`src/verilog/scpns_regs.vh`:
```
// Register offsets, field positions and reset values of the serial configuration port.
// Included by the top and shaper channel design files; definitions only.
`ifndef SCPNS_REGS_VH
`define SCPNS_REGS_VH

`define SCPNS_ADDR_PORT_CFG      13'h0000
`define SCPNS_ADDR_CHAN_SEL      13'h0005
`define SCPNS_ADDR_SYNC_CTRL     13'h003A
`define SCPNS_ADDR_SHAPER_CTRL   13'h003C
`define SCPNS_ADDR_SHAPER_TUNE   13'h003E
`define SCPNS_ADDR_STROBE_SENS   13'h0059
`define SCPNS_ADDR_TRANSFER      13'h00FF

`define SCPNS_PORT_CFG_LSB_BIT   1
`define SCPNS_CHAN_A_BIT         0
`define SCPNS_CHAN_B_BIT         1
`define SCPNS_SYNC_EN_BIT        1
`define SCPNS_SYNC_ONESHOT_BIT   2
`define SCPNS_SHAPER_EN_BIT      0
`define SCPNS_SHAPER_MODE_LSB    1
`define SCPNS_SHAPER_MODE_MSB    3
`define SCPNS_SENS_EDGE_BIT      1
`define SCPNS_SENS_FALL_BIT      0
`define SCPNS_TRANSFER_BIT       0

`define SCPNS_MODE_NARROW        3'h0
`define SCPNS_MODE_WIDE          3'h1
`define SCPNS_NARROW_TUNE_MAX    6'h38
`define SCPNS_WIDE_TUNE_MAX      6'h21

`define SCPNS_RST_PORT_CFG       8'h00
`define SCPNS_RST_CHAN_SEL       8'h03
`define SCPNS_RST_ZERO           8'h00

`endif

```
`src/verilog/scpns_top.v`:
```
// Serial configuration port with shadowed shaper and strobe settings.
// Assumes link pins are synchronous to i_clk and sampled on every i_clk cycle.
//
// Overview of operation
// Shaper enabled and configured per channel
// Enabled shaper adds fixed 0.6 dB loss
// Mode 000 selects narrow 22% band
// Mode 001 selects wide 33% band
// Six-bit tune code, 0.5% per step
// Narrow mode accepts codes 0 to 56
// Wide mode accepts codes 0 to 33
// Narrow band start, centre, edge formulas
// Wide band start, centre, edge formulas
// Register selects one-shot or every-strobe alignment
// Strobe synchronised into sample domain first
// Host drives strobe aligned to clock
// Bit 1 selects level or edge
// Bit 0 selects rising or falling edge
// Frame starts select low, clock rising
// Select may stream or pause between bytes
// Select high tristates pins, alternate functions
// Sixteen-bit instruction, length bits set bytes
// Bytes of eight, first bit read/write
// Read turns data pin to output
// MSB first default, LSB by setting
// Shadow writes apply on transfer, self-clears
// Channel select routes per-channel accesses
// Accepted strobe resets clock divider
// Instruction carries thirteen-bit register address
// Read data changes after falling clock
`timescale 1ns/1ps
`include "scpns_regs.vh"

module scpns_top (
    input  wire       i_clk,
    input  wire       i_rst_b,
    input  wire       i_sclk,
    input  wire       i_select_n,
    input  wire       i_sdio,
    input  wire       i_strobe,
    output reg        o_sdio,
    output reg        o_sdio_oe,
    output reg        o_alt_func_en,
    output reg        o_div_reset,
    output reg  [1:0] o_shaper_en,
    output reg  [1:0] o_shaper_wide,
    output reg  [11:0] o_tune_code,
    output reg  [1:0] o_tune_bad,
    output reg  [17:0] o_band_start,
    output reg  [17:0] o_band_center,
    output reg  [17:0] o_band_stop
);

    localparam ST_INSTR = 2'h0;
    localparam ST_DATA  = 2'h1;

    reg  [1:0]  state_r;
    reg         sclk_d_r;
    reg         sel_d_r;
    reg  [15:0] instr_r;
    reg  [4:0]  bit_cnt_r;
    reg  [7:0]  shift_r;
    reg  [7:0]  rd_byte_r;
    reg         rd_r;
    reg  [2:0]  bytes_r;
    reg  [12:0] addr_r;
    reg         lsb_first_r;
    reg  [7:0]  chan_sel_r;
    reg  [7:0]  sync_sh_r;
    reg  [7:0]  sens_sh_r;
    reg  [7:0]  sync_act_r;
    reg  [7:0]  sens_act_r;
    reg  [7:0]  ctrl_sh_r  [0:1];
    reg  [7:0]  tune_sh_r  [0:1];
    reg  [7:0]  ctrl_act_r [0:1];
    reg  [7:0]  tune_act_r [0:1];
    reg         xfer_r;
    reg  [7:0]  rd_val;
    reg         arm_r;

    wire rise = i_sclk & ~sclk_d_r;
    wire fall = ~i_sclk & sclk_d_r;
    wire sel_rise = i_select_n & ~sel_d_r;
    wire in_bit = i_sdio;
    // Bit order: MSB first shifts left, LSB first shifts right
    wire [7:0] shifted = lsb_first_r ? {in_bit, shift_r[7:1]} : {shift_r[6:0], in_bit};
    wire [15:0] ins_next = lsb_first_r ? {in_bit, instr_r[15:1]} : {instr_r[14:0], in_bit};
    // LSB first: read/write and length bits still lead, the address arrives low bit first
    wire [15:0] ins_msb = lsb_first_r ?
        {ins_next[0], ins_next[1], ins_next[2],
         ins_next[15:3]} : ins_next;
    wire [7:0] byte_msb = lsb_first_r ? shifted : shifted;
    wire byte_done = (bit_cnt_r[2:0] == 3'h7);
    wire chan_a = chan_sel_r[`SCPNS_CHAN_A_BIT];
    wire chan_b = chan_sel_r[`SCPNS_CHAN_B_BIT];

    ////////////////////////////////////////////////////////////////////////////////
    // Read mux; both channels selected reads channel A
    always @* begin
        rd_val = 8'h00;
        case (addr_r)
            `SCPNS_ADDR_PORT_CFG:    rd_val = {6'h00, lsb_first_r, 1'b0};
            `SCPNS_ADDR_CHAN_SEL:    rd_val = chan_sel_r;
            `SCPNS_ADDR_SYNC_CTRL:   rd_val = sync_sh_r;
            `SCPNS_ADDR_STROBE_SENS: rd_val = sens_sh_r;
            `SCPNS_ADDR_SHAPER_CTRL: rd_val = chan_a ? ctrl_sh_r[0] : ctrl_sh_r[1];
            `SCPNS_ADDR_SHAPER_TUNE: rd_val = chan_a ? tune_sh_r[0] : tune_sh_r[1];
            default:                 rd_val = 8'h00;
        endcase
    end

    ////////////////////////////////////////////////////////////////////////////////
    // Link framing and shadow register writes
    always @(posedge i_clk or negedge i_rst_b) begin
        if (!i_rst_b) begin
            state_r      <= ST_INSTR;
            sclk_d_r     <= 1'b0;
            sel_d_r      <= 1'b1;
            instr_r      <= 16'h0000;
            bit_cnt_r    <= 5'h00;
            shift_r      <= 8'h00;
            rd_byte_r    <= 8'h00;
            rd_r         <= 1'b0;
            bytes_r      <= 3'h0;
            addr_r       <= 13'h0000;
            lsb_first_r  <= 1'b0;
            chan_sel_r   <= `SCPNS_RST_CHAN_SEL;
            sync_sh_r    <= `SCPNS_RST_ZERO;
            sens_sh_r    <= `SCPNS_RST_ZERO;
            ctrl_sh_r[0] <= `SCPNS_RST_ZERO;
            ctrl_sh_r[1] <= `SCPNS_RST_ZERO;
            tune_sh_r[0] <= `SCPNS_RST_ZERO;
            tune_sh_r[1] <= `SCPNS_RST_ZERO;
            xfer_r       <= 1'b0;
            o_sdio       <= 1'b0;
            o_sdio_oe    <= 1'b0;
            o_alt_func_en <= 1'b1;
        end else begin
            sclk_d_r      <= i_sclk;
            sel_d_r       <= i_select_n;
            xfer_r        <= 1'b0;
            o_alt_func_en <= i_select_n;
            if (i_select_n) begin
                o_sdio_oe <= 1'b0;
                // Streaming mode: select rising between bytes only pauses
                if (sel_rise && state_r == ST_INSTR && bit_cnt_r != 5'h00 && bit_cnt_r != 5'h08)
                    bit_cnt_r <= 5'h00;
            end else if (rise) begin
                case (state_r)
                    ST_INSTR: begin
                        instr_r   <= ins_next;
                        bit_cnt_r <= bit_cnt_r + 5'h01;
                        if (bit_cnt_r == 5'h0F) begin
                            rd_r      <= ins_msb[15];
                            addr_r    <= ins_msb[12:0];
                            bytes_r   <= (ins_msb[14:13] == 2'h3) ? 3'h0 : {1'b0, ins_msb[14:13]} + 3'h1;
                            bit_cnt_r <= 5'h00;
                            state_r   <= ST_DATA;
                        end
                    end
                    ST_DATA: begin
                        shift_r   <= shifted;
                        bit_cnt_r <= {2'h0, bit_cnt_r[2:0] + 3'h1};
                        if (byte_done) begin
                            if (!rd_r) begin
                                case (addr_r)
                                    `SCPNS_ADDR_PORT_CFG:    lsb_first_r <= byte_msb[`SCPNS_PORT_CFG_LSB_BIT];
                                    `SCPNS_ADDR_CHAN_SEL:    chan_sel_r <= byte_msb;
                                    `SCPNS_ADDR_SYNC_CTRL:   sync_sh_r <= byte_msb;
                                    `SCPNS_ADDR_STROBE_SENS: sens_sh_r <= byte_msb;
                                    `SCPNS_ADDR_SHAPER_CTRL: begin
                                        if (chan_a) ctrl_sh_r[0] <= byte_msb;
                                        if (chan_b) ctrl_sh_r[1] <= byte_msb;
                                    end
                                    `SCPNS_ADDR_SHAPER_TUNE: begin
                                        if (chan_a) tune_sh_r[0] <= byte_msb;
                                        if (chan_b) tune_sh_r[1] <= byte_msb;
                                    end
                                    `SCPNS_ADDR_TRANSFER:    xfer_r <= byte_msb[`SCPNS_TRANSFER_BIT];
                                    default: ;
                                endcase
                            end
                            // Streaming walks addresses downward
                            addr_r <= addr_r - 13'h0001;
                            if (bytes_r == 3'h1) begin
                                state_r <= ST_INSTR;
                            end
                            if (bytes_r != 3'h0)
                                bytes_r <= bytes_r - 3'h1;
                        end
                    end
                    default: state_r <= ST_INSTR;
                endcase
            end else if (fall && state_r == ST_DATA && rd_r) begin
                o_sdio_oe <= 1'b1;
                if (bit_cnt_r[2:0] == 3'h0) begin
                    rd_byte_r <= rd_val;
                    o_sdio    <= lsb_first_r ? rd_val[0] : rd_val[7];
                end else begin
                    o_sdio <= lsb_first_r ? rd_byte_r[bit_cnt_r[2:0]] : rd_byte_r[3'h7 - bit_cnt_r[2:0]];
                end
            end else if (fall && state_r == ST_INSTR) begin
                o_sdio_oe <= 1'b0;
            end
        end
    end

    ////////////////////////////////////////////////////////////////////////////////
    // Active bank, loaded on transfer
    always @(posedge i_clk or negedge i_rst_b) begin
        if (!i_rst_b) begin
            sync_act_r    <= `SCPNS_RST_ZERO;
            sens_act_r    <= `SCPNS_RST_ZERO;
            ctrl_act_r[0] <= `SCPNS_RST_ZERO;
            ctrl_act_r[1] <= `SCPNS_RST_ZERO;
            tune_act_r[0] <= `SCPNS_RST_ZERO;
            tune_act_r[1] <= `SCPNS_RST_ZERO;
            arm_r         <= 1'b0;
        end else begin
            arm_r <= xfer_r;
            if (xfer_r) begin
                sync_act_r    <= sync_sh_r;
                sens_act_r    <= sens_sh_r;
                ctrl_act_r[0] <= ctrl_sh_r[0];
                ctrl_act_r[1] <= ctrl_sh_r[1];
                tune_act_r[0] <= tune_sh_r[0];
                tune_act_r[1] <= tune_sh_r[1];
            end
        end
    end

    ////////////////////////////////////////////////////////////////////////////////
    // Per-channel shaper settings
    wire [1:0]  en_w;
    wire [1:0]  wide_w;
    wire [11:0] tune_w;
    wire [1:0]  bad_w;
    wire [17:0] start_w;
    wire [17:0] center_w;
    wire [17:0] stop_w;

    genvar ch;
    generate
        for (ch = 0; ch < 2; ch = ch + 1) begin : g_chan
            scpns_shaper_chan u_chan (
                .i_clk             (i_clk),
                .i_rst_b           (i_rst_b),
                .i_ctrl            (ctrl_act_r[ch]),
                .i_tune            (tune_act_r[ch]),
                .o_enable          (en_w[ch]),
                .o_wide            (wide_w[ch]),
                .o_tune            (tune_w[ch*6 +: 6]),
                .o_tune_bad        (bad_w[ch]),
                .o_start_half_pct  (start_w[ch*9 +: 9]),
                .o_center_half_pct (center_w[ch*9 +: 9]),
                .o_stop_half_pct   (stop_w[ch*9 +: 9])
            );
        end
    endgenerate

    wire align_w;

    scpns_strobe_sync u_sync (
        .i_clk       (i_clk),
        .i_rst_b     (i_rst_b),
        .i_strobe    (i_strobe),
        .i_sync_en   (sync_act_r[`SCPNS_SYNC_EN_BIT]),
        .i_oneshot   (sync_act_r[`SCPNS_SYNC_ONESHOT_BIT]),
        .i_arm       (arm_r),
        .i_edge_mode (sens_act_r[`SCPNS_SENS_EDGE_BIT]),
        .i_falling   (sens_act_r[`SCPNS_SENS_FALL_BIT]),
        .o_align     (align_w)
    );

    always @(posedge i_clk or negedge i_rst_b) begin
        if (!i_rst_b) begin
            o_div_reset   <= 1'b0;
            o_shaper_en   <= 2'h0;
            o_shaper_wide <= 2'h0;
            o_tune_code   <= 12'h000;
            o_tune_bad    <= 2'h0;
            o_band_start  <= 18'h0_0000;
            o_band_center <= 18'h0_0000;
            o_band_stop   <= 18'h0_0000;
        end else begin
            o_div_reset   <= align_w;
            o_shaper_en   <= en_w;
            o_shaper_wide <= wide_w;
            o_tune_code   <= tune_w;
            o_tune_bad    <= bad_w;
            o_band_start  <= start_w;
            o_band_center <= center_w;
            o_band_stop   <= stop_w;
        end
    end

endmodule

```
`src/verilog/scpns_strobe_sync.v`:
```
// Alignment strobe synchroniser and qualifier for the sample clock domain.
// Assumes the strobe pin is asynchronous; settings come from the active bank.
`timescale 1ns/1ps

module scpns_strobe_sync (
    input  wire       i_clk,
    input  wire       i_rst_b,
    input  wire       i_strobe,
    input  wire       i_sync_en,
    input  wire       i_oneshot,
    input  wire       i_arm,
    input  wire       i_edge_mode,
    input  wire       i_falling,
    output reg        o_align
);

    reg  meta_r;
    reg  sync_r;
    reg  prev_r;
    reg  armed_r;
    wire hit;

    always @(posedge i_clk or negedge i_rst_b) begin
        if (!i_rst_b) begin
            meta_r <= 1'b0;
            sync_r <= 1'b0;
            prev_r <= 1'b0;
        end else begin
            meta_r <= i_strobe;
            sync_r <= meta_r;
            prev_r <= sync_r;
        end
    end

    // Level mode acts while high; edge mode on the chosen transition
    assign hit = i_edge_mode ? (i_falling ? (prev_r & ~sync_r) : (~prev_r & sync_r)) : sync_r;

    always @(posedge i_clk or negedge i_rst_b) begin
        if (!i_rst_b) begin
            armed_r <= 1'b0;
            o_align <= 1'b0;
        end else begin
            o_align <= i_sync_en & hit & (~i_oneshot | armed_r);
            if (i_arm)
                armed_r <= 1'b1;
            else if (i_sync_en & hit)
                armed_r <= 1'b0;
        end
    end

endmodule

```
`src/verilog/scpns_shaper_chan.v`:
```
// One channel's noise shaper settings: band edges and tune range flag as derived outputs.
// Assumes settings arrive from the active bank and are stable between transfers.
`timescale 1ns/1ps
`include "scpns_regs.vh"

module scpns_shaper_chan (
    input  wire       i_clk,
    input  wire       i_rst_b,
    input  wire [7:0] i_ctrl,
    input  wire [7:0] i_tune,
    output reg        o_enable,
    output reg        o_wide,
    output reg  [5:0] o_tune,
    output reg        o_tune_bad,
    output reg  [8:0] o_start_half_pct,
    output reg  [8:0] o_center_half_pct,
    output reg  [8:0] o_stop_half_pct
);

    wire [2:0] mode = i_ctrl[`SCPNS_SHAPER_MODE_MSB:`SCPNS_SHAPER_MODE_LSB];
    wire       wide = (mode == `SCPNS_MODE_WIDE);
    wire [5:0] tc   = i_tune[5:0];
    wire [8:0] start = {3'h0, tc};

    always @(posedge i_clk or negedge i_rst_b) begin
        if (!i_rst_b) begin
            o_enable          <= 1'b0;
            o_wide            <= 1'b0;
            o_tune            <= 6'h00;
            o_tune_bad        <= 1'b0;
            o_start_half_pct  <= 9'h000;
            o_center_half_pct <= 9'h000;
            o_stop_half_pct   <= 9'h000;
        end else begin
            // Enabled shaper applies the fixed 0.6 dB output loss downstream
            o_enable          <= i_ctrl[`SCPNS_SHAPER_EN_BIT];
            o_wide            <= wide;
            o_tune            <= tc;
            o_tune_bad        <= wide ? (tc > `SCPNS_WIDE_TUNE_MAX) : (tc > `SCPNS_NARROW_TUNE_MAX);
            o_start_half_pct  <= start;
            o_center_half_pct <= start + (wide ? 9'h021 : 9'h016);
            o_stop_half_pct   <= start + (wide ? 9'h042 : 9'h02C);
        end
    end

endmodule

```
`config.mk`:
```
export PLATFORM = sky130hd
export DESIGN_NAME = scpns_top
export DESIGN_NICKNAME = d
export VERILOG_FILES = /design/src/verilog/scpns_top.v /design/src/verilog/scpns_strobe_sync.v /design/src/verilog/scpns_shaper_chan.v
export VERILOG_INCLUDE_DIRS = /design/src /design/src/verilog
export SDC_FILE = /design/constraint.sdc
export NUM_CORES = 1
export LEC_CHECK = 0
export BUFFER_PORTS_ARGS = -buffer_cell sky130_fd_sc_hd__buf_2
export CAP_MARGIN = 10
export CORE_ASPECT_RATIO = 1.4
export CORE_MARGIN = 2
export CORE_UTILIZATION = 35
export DETAILED_ROUTE_END_ITERATION = 12
export MAX_ROUTING_LAYER = met4
export PLACE_DENSITY_LB_ADDON = 0.3
export REMOVE_ABC_BUFFERS = 1
export SETUP_SLACK_MARGIN = 0.05
export SYNTH_ARGS = -nofsm -noshare
export SYNTH_HDL_FRONTEND = slang
export SYNTH_SLANG_ARGS = --single-unit
```
`constraint.sdc`:
```
create_clock -name i_clk -period 2.8 [get_ports i_clk]
set_input_delay 0.14 -clock i_clk [delete_from_list [all_inputs] [get_ports i_clk]]
set_output_delay 0.14 -clock i_clk [all_outputs]
set_load 0.01 [all_outputs]
```
=== Word-level counts from Yosys, hierarchy flattened ===
Cells that the tools add are included.

* Add/subtract/negate cells: 10
* $lt $le $gt $ge: 6
* Eq/ne operators: 20
* Muxes and demuxes: 50
* Bitwise gates (word level): 17
* Reductions and logical operators: 34

{| class="wikitable"
|+ Operators by type and width
! operator !! number
|-
| 8-bit one-hot mux with 6 select lines || 1
|-
| 13-bit by 6-bit == test with 1-bit output, second input constant || 3
|-
| 16-bit two-way mux || 2
|-
| 6-bit AND reduction || 5
|-
| 7-bit AND reduction || 4
|-
| 13-bit two-way mux || 2
|-
| 13-bit one-hot mux with 2 select lines || 1
|-
| 6-bit > comparator, second input constant || 4
|-
| 8-bit two-way mux || 3
|-
| 1-bit two-way mux || 21
|-
| 5-bit two-way mux || 4
|-
| 6-bit by 7-bit adder with 8-bit output || 2
|-
| 6-bit by 6-bit adder with 7-bit output || 2
|-
| 7-bit two-way mux || 2
|-
| 13-bit by 3-bit == test with 1-bit output, second input constant || 1
|-
| 13-bit by 7-bit == test with 1-bit output, second input constant || 1
|-
| 13-bit by 8-bit == test with 1-bit output, second input constant || 1
|-
| 13-bit zero test || 1
|-
| 13-bit by 1-bit subtractor with 13-bit output, second input constant || 1
|-
| 3-bit two-way mux || 4
|-
| 6-bit two-way mux || 2
|-
| 3-bit AND reduction || 4
|-
| 2-bit inequality test, second input constant || 5
|-
| 5-bit one-hot mux with 2 select lines || 1
|-
| other kinds (29) || 60
|}

* Register bits after elaboration: 258
* Logic and storage cells: 189

=== Logic depth before layout (Yosys ltp) ===
* Depth in word-level cells: 7
* Mapped depth: 9

=== Modules after synthesis ===
Synthesis repeated with hierarchy kept, for this count alone.

* Cell total of the unflattened synthesis: 964
* Area, all modules: 11,549.8 um^2

{| class="wikitable"
|+ By module, submodules not included
! module !! instances !! cells an instance !! area each (um^2) !! seq. area each (um^2)
|-
| scpns_top || 1 || 781 || 9,215.1 || 5,684.2
|-
| scpns_shaper_chan || 2 || 85 || 1,081.0 || 575.6
|-
| scpns_strobe_sync || 1 || 13 || 172.7 || 125.1
|}

=== Worst setup path before layout ===
OpenSTA, ideal clock, no wires.

* Path type: flip-flop to flip-flop
* From: register ctrl_act_r[10] (netlist bit)
* To: register g_chan[0].u_chan.o_stop_half_pct[6]
* Setup time: 0.164 ns
* Data arrival time: 2.614 ns
* Required time: 2.636 ns
* Setup slack: 0.022 ns
* Cell stages (with the launch flop): 8
* Buffers on the path: 0
* Path through: dfrtp_1 > nor3b_1 > inv_1 > ha_1 > a21o_1 > a21o_1 > a31oi_1 > xnor2_1

* Word-level cells in the longest chain between the ends: 3

{| class="wikitable"
|+ RTL lines
! item !! RTL line !! source
|-
| start: declaration || scpns_top.v:75 || <nowiki>reg [7:0] ctrl_act_r [0:1];</nowiki>
|-
| 3-bit by 1-bit == test with 1-bit output (no line) || - ||
|-
| named net g_chan[0].u_chan.wide || scpns_shaper_chan.v:21 || <nowiki>wire wide = (mode == `SCPNS_MODE_WIDE);</nowiki>
|-
| 7-bit two-way mux || scpns_shaper_chan.v:42 || <nowiki>o_stop_half_pct <= start + (wide ? 9'h042 : 9'h02C);</nowiki>
|-
| 6-bit by 7-bit adder with 8-bit output || scpns_shaper_chan.v:42 ||
|-
| end signal: assignment || scpns_shaper_chan.v:42 ||
|-
| end: declaration || scpns_shaper_chan.v:17 || <nowiki>output reg [8:0] o_stop_half_pct</nowiki>
|}

The timed path passes the listed nets, and every way through them passes these cells.
A chain may end at the register's enable or synchronous reset.

=== Worst setup path in the final report ===
* From: register addr_r[0]
* To: register tune_sh_r[2] (netlist bit)

* Word-level cells in the longest chain between the ends: 2

{| class="wikitable"
|+ RTL lines
! item !! RTL line !! source
|-
| start: declaration || scpns_top.v:66 || <nowiki>reg [12:0] addr_r;</nowiki>
|-
| start signal: assignment || scpns_top.v:155 || <nowiki>addr_r <= ins_msb[12:0];</nowiki>
|-
| start signal: assignment || scpns_top.v:184 || <nowiki>addr_r <= addr_r - 13'h0001;</nowiki>
|-
| 13-bit by 6-bit == test with 1-bit output || scpns_top.v:166 || <nowiki>case (addr_r)</nowiki>
|-
| 7-bit AND reduction (no line) || - ||
|-
| end: declaration || scpns_top.v:74 || <nowiki>reg [7:0] tune_sh_r [0:1];</nowiki>
|}

Every way passes these cells.

==> results.sh <==
export IMPL_status="finished clean"
export IMPL_synth_top_family_by_area="compound AO/OA/AOI/OAI gates"
export IMPL_crit_start="addr_r[0]"
export IMPL_synth_simple_area_share_pct=11.3
export IMPL_netlist_area_um2=10300
export IMPL_root_buffer="clkbuf_16"
export IMPL_cts_made_buffers=24
export IMPL_cp_num_cells=8
export IMPL_worst_pin_slew_ns=0.973
export IMPL_cts_sinks=240
export IMPL_final_util_pct=41.1
export IMPL_vias=6706
export IMPL_leakage_nw=5.57
export IMPL_switching_power_mw=1.98
export IMPL_r2r_slack_ns=0.41
export IMPL_ant_nets=0
export IMPL_start_kind="flop"
export IMPL_cts_buffer_depth=3
export IMPL_diodes=0
export IMPL_ys_flop_type="dfrtp_1"
export IMPL_synth_edf_count=0
export IMPL_wl_mm=21.5
export IMPL_cp_max_fo=16
export IMPL_ys_top_cells_by_area="dfrtp_1 58%, ha_1 3.8%, o21ai_0 3.5%"
export IMPL_synthCells=894
export IMPL_setup_ws_ns=0.407
export IMPL_synth_sequential_area_ratio_pct=58.5
export IMPL_cp_end_kind="flop"
export IMPL_setup_viol=0
export IMPL_cts_tree="done"
export IMPL_power_density_nw_per_um2=666
export IMPL_die_x_um=149
export IMPL_gp_congestion=0.820
export IMPL_combinationalPowerShare_pct=8.5
export IMPL_dieHeight_um=207
export IMPL_crit_arrival_ns=2.75
export IMPL_io_pins=82
export IMPL_intPower_mw=5.98
export IMPL_grt_overflow_total=0
export IMPL_first_iter_violations=366
export IMPL_dp_hpwl_mm=15.2
export IMPL_ys_seq_elements=240
export IMPL_crit_type="reg -> reg"
export IMPL_async_reset_ff_share_pct=100
export IMPL_hold_slack_ns=0.199
export IMPL_seq_power_share_pct=47.8
export IMPL_post_cts_buffers=0
export IMPL_clock_skew_final_ns=0.0310
export IMPL_slowest_stage="or3b_2"
export IMPL_port_buffer_count=69
export IMPL_switching_share_pct=24.9
export IMPL_slew_violations=0
export IMPL_worstPathCellList="inv_1, ha_1, or3b_2, nor4_1, nand3_1, buf_4, nand2_1, o21ai_0"
export IMPL_slowest_delay_ns=0.52
export IMPL_crit_end="tune_sh_r[2]"
export IMPL_initial_core_util_pct=35.3
export IMPL_clkPwrFrac_pct=43.7
export IMPL_hold_class="in -> async"
export IMPL_core_rowCount=74
export IMPL_max_slew_margin_pct=33.3
export IMPL_required_ns=3.16
export IMPL_core_um2=29100
export IMPL_synth_top_area_share_pct=57.8
export IMPL_clock_fmax_ghz=0.418
export IMPL_nNetsFinal=1005
export IMPL_r2r_cells=8
export IMPL_grt_antenna_before_repair=0
export IMPL_ir_drop_uv=474
export IMPL_synth_warnings=0
export IMPL_synth_top_cell_by_area="dfrtp_1"
export IMPL_rsz0062_at_grt="no"
export IMPL_fin_crit_sh_pct=85.5
export IMPL_synth_fa_ha_area_share_pct=4.56
export IMPL_first_pass_iters=8
export IMPL_ys_types=66
export IMPL_maxCapViolations=0
export IMPL_finalCriticalPeriod_ns=2.39
export IMPL_worst_path_buf_inv=2
export IMPL_vias_per_cell=4.92
export IMPL_drive_above_1_share_pct=19.5
export IMPL_drc=0
export IMPL_grt_first_pass_wirelength_mm=35.4
export IMPL_avgSynthCellArea_um2=11.5
export IMPL_grtUsageTotal_pct=14.9
export IMPL_synth_compound_area_share_pct=12.8
export IMPL_synth_xor_area_share_pct=1.36
export IMPL_htreeDepth=1
export IMPL_report_final_hold_viol_count=0
export IMPL_grt_pass1_vias=6676
export IMPL_reg2reg_from="addr_r[0]"
export IMPL_final_setup_tns_ns=0
export IMPL_synth_mux_area_fraction_pct=6.87
export IMPL_pre_cts_ws_ns=0.407
export IMPL_crit_family="simple AND/OR/NAND/NOR gates"
export IMPL_die_area_um2=30700
export IMPL_r2r_end="tune_sh_r[2]"
export IMPL_grt_max_degree=80
export IMPL_routedWlPerCell_um=15.8
export IMPL_clock_latency_ns=0.54
export IMPL_area_delta_synth_final_pct=16.4
export IMPL_clkTransAtPathRegs_ns=0.06
==> through the flow <==
stage               total power [mW]  instance area, um2  cells
floorplan                       4.24                9930    836
global placement                4.55               11000   1313
detailed placement              4.56               11000   1313
CTS                             8.08               12000   1362
global route                    8.33               12000   1362
finish                          7.96               12000   1362
==> flip-flops by register name, summed over array words and instances, names as in the netlist, 3 cells and up <==
register	flops
ctrl_sh_r	16
instr_r	16
tune_sh_r	16
g_chan.u_chan.o_center_half_pct	14
g_chan.u_chan.o_stop_half_pct	14
o_band_center	14
o_band_stop	14
addr_r	13
o_band_start	12
tune_act_r	12
chan_sel_r	8
ctrl_act_r	8
rd_byte_r	8
sens_sh_r	8
shift_r	8
sync_sh_r	8
g_chan.u_chan.o_tune	6
g_chan.u_chan.o_start_half_pct	6
bit_cnt_r	5
bytes_r	3
==> per-layer routing <==
layer / GRT usage, % / share of wire [%] / up-vias
met5: - / 0 / -
met4: 7.01 / 3.9 / 0
met3: 1.91 / 3.3 / 49
met2: 26.5 / 52 / 134
met1: 16.7 / 40 / 3280
li1: - / - / 3243
==> final cells by class <==
type	count	area [um2]
Inverter	23	86.3
Tap cell	380	475
Fill cell	2805	17100
Sequential cell	240	6010
Multi-Input combinational cell	573	3840
Clock inverter	15	214
Clock buffer	29	661
Timing Repair Buffer	102	666
==> cell usage after synthesis, types with 14 or more instances <==
library cell and n:
dfrtp_1 237, nand2_1 84, o21ai_0 71, a21oi_1 65
nor2_1 60, ha_1 31, mux2i_1 30, buf_4 28
mux2_2 28, clkbuf_1 24, inv_1 23, nor2b_1 14
==> power by group through the flow <==
stage	clock network [mW]	logic, mW	registers (mW)
after detailed placement	0	0.682	3.87
after floorplan	0	0.428	3.81
after global placement	0	0.674	3.87
after global routing	3.72	0.771	3.83
after CTS	3.58	0.691	3.81
final	3.48	0.676	3.81
==> cells by family (layout without fill, tap and decap cells) <==
logic type               count (synthesis)  after routing
buffers and inverters                   92            169
flip-flops                             240            240
AO/OA/AOI/OAI                          218            218
XOR/XNOR                                16             16
other                                    1             12
adder cells (fa/ha/maj)                 35             35
multiplexers                            62             62
AND/OR/NAND/NOR                        230            230
==> placed cells by master, fill, tap and decap left out, types with 25 or more instances in the layout <==
| cell | Yosys | routed |
|---|---|---|
| a21oi_1 | 65 | 65 |
| buf_2 | 11 | 68 |
| clkbuf_16 | 0 | 25 |
| dfrtp_1 | 237 | 236 |
| ha_1 | 31 | 31 |
| mux2_2 | 28 | 28 |
| mux2i_1 | 30 | 30 |
| nand2_1 | 84 | 84 |
| nor2_1 | 60 | 60 |
| o21ai_0 | 71 | 71 |
==> worst min-delay path by stage <==
stage / endpoint / slack (ns) / depth (start not counted)
floorplan: addr_r[0] / -0.16 / 0
global placement: o_band_center[11] / 0.16 / 1
detailed placement: o_band_center[11] / 0.16 / 1
CTS: g_chan[1].u_chan.o_center_half_pct[2] / 0.21 / 2
global route: o_band_stop[15] / 0.25 / 2
finish: g_chan[1].u_chan.o_center_half_pct[2] / 0.20 / 2
==> what timing repair did <==
action                                 in CTS  in global routing
hold buffers                                5                  0
endpoints found under the hold margin      79                  0
gates resized for setup                     0                  0
Note: power is estimated with default switching activity, not from simulation.
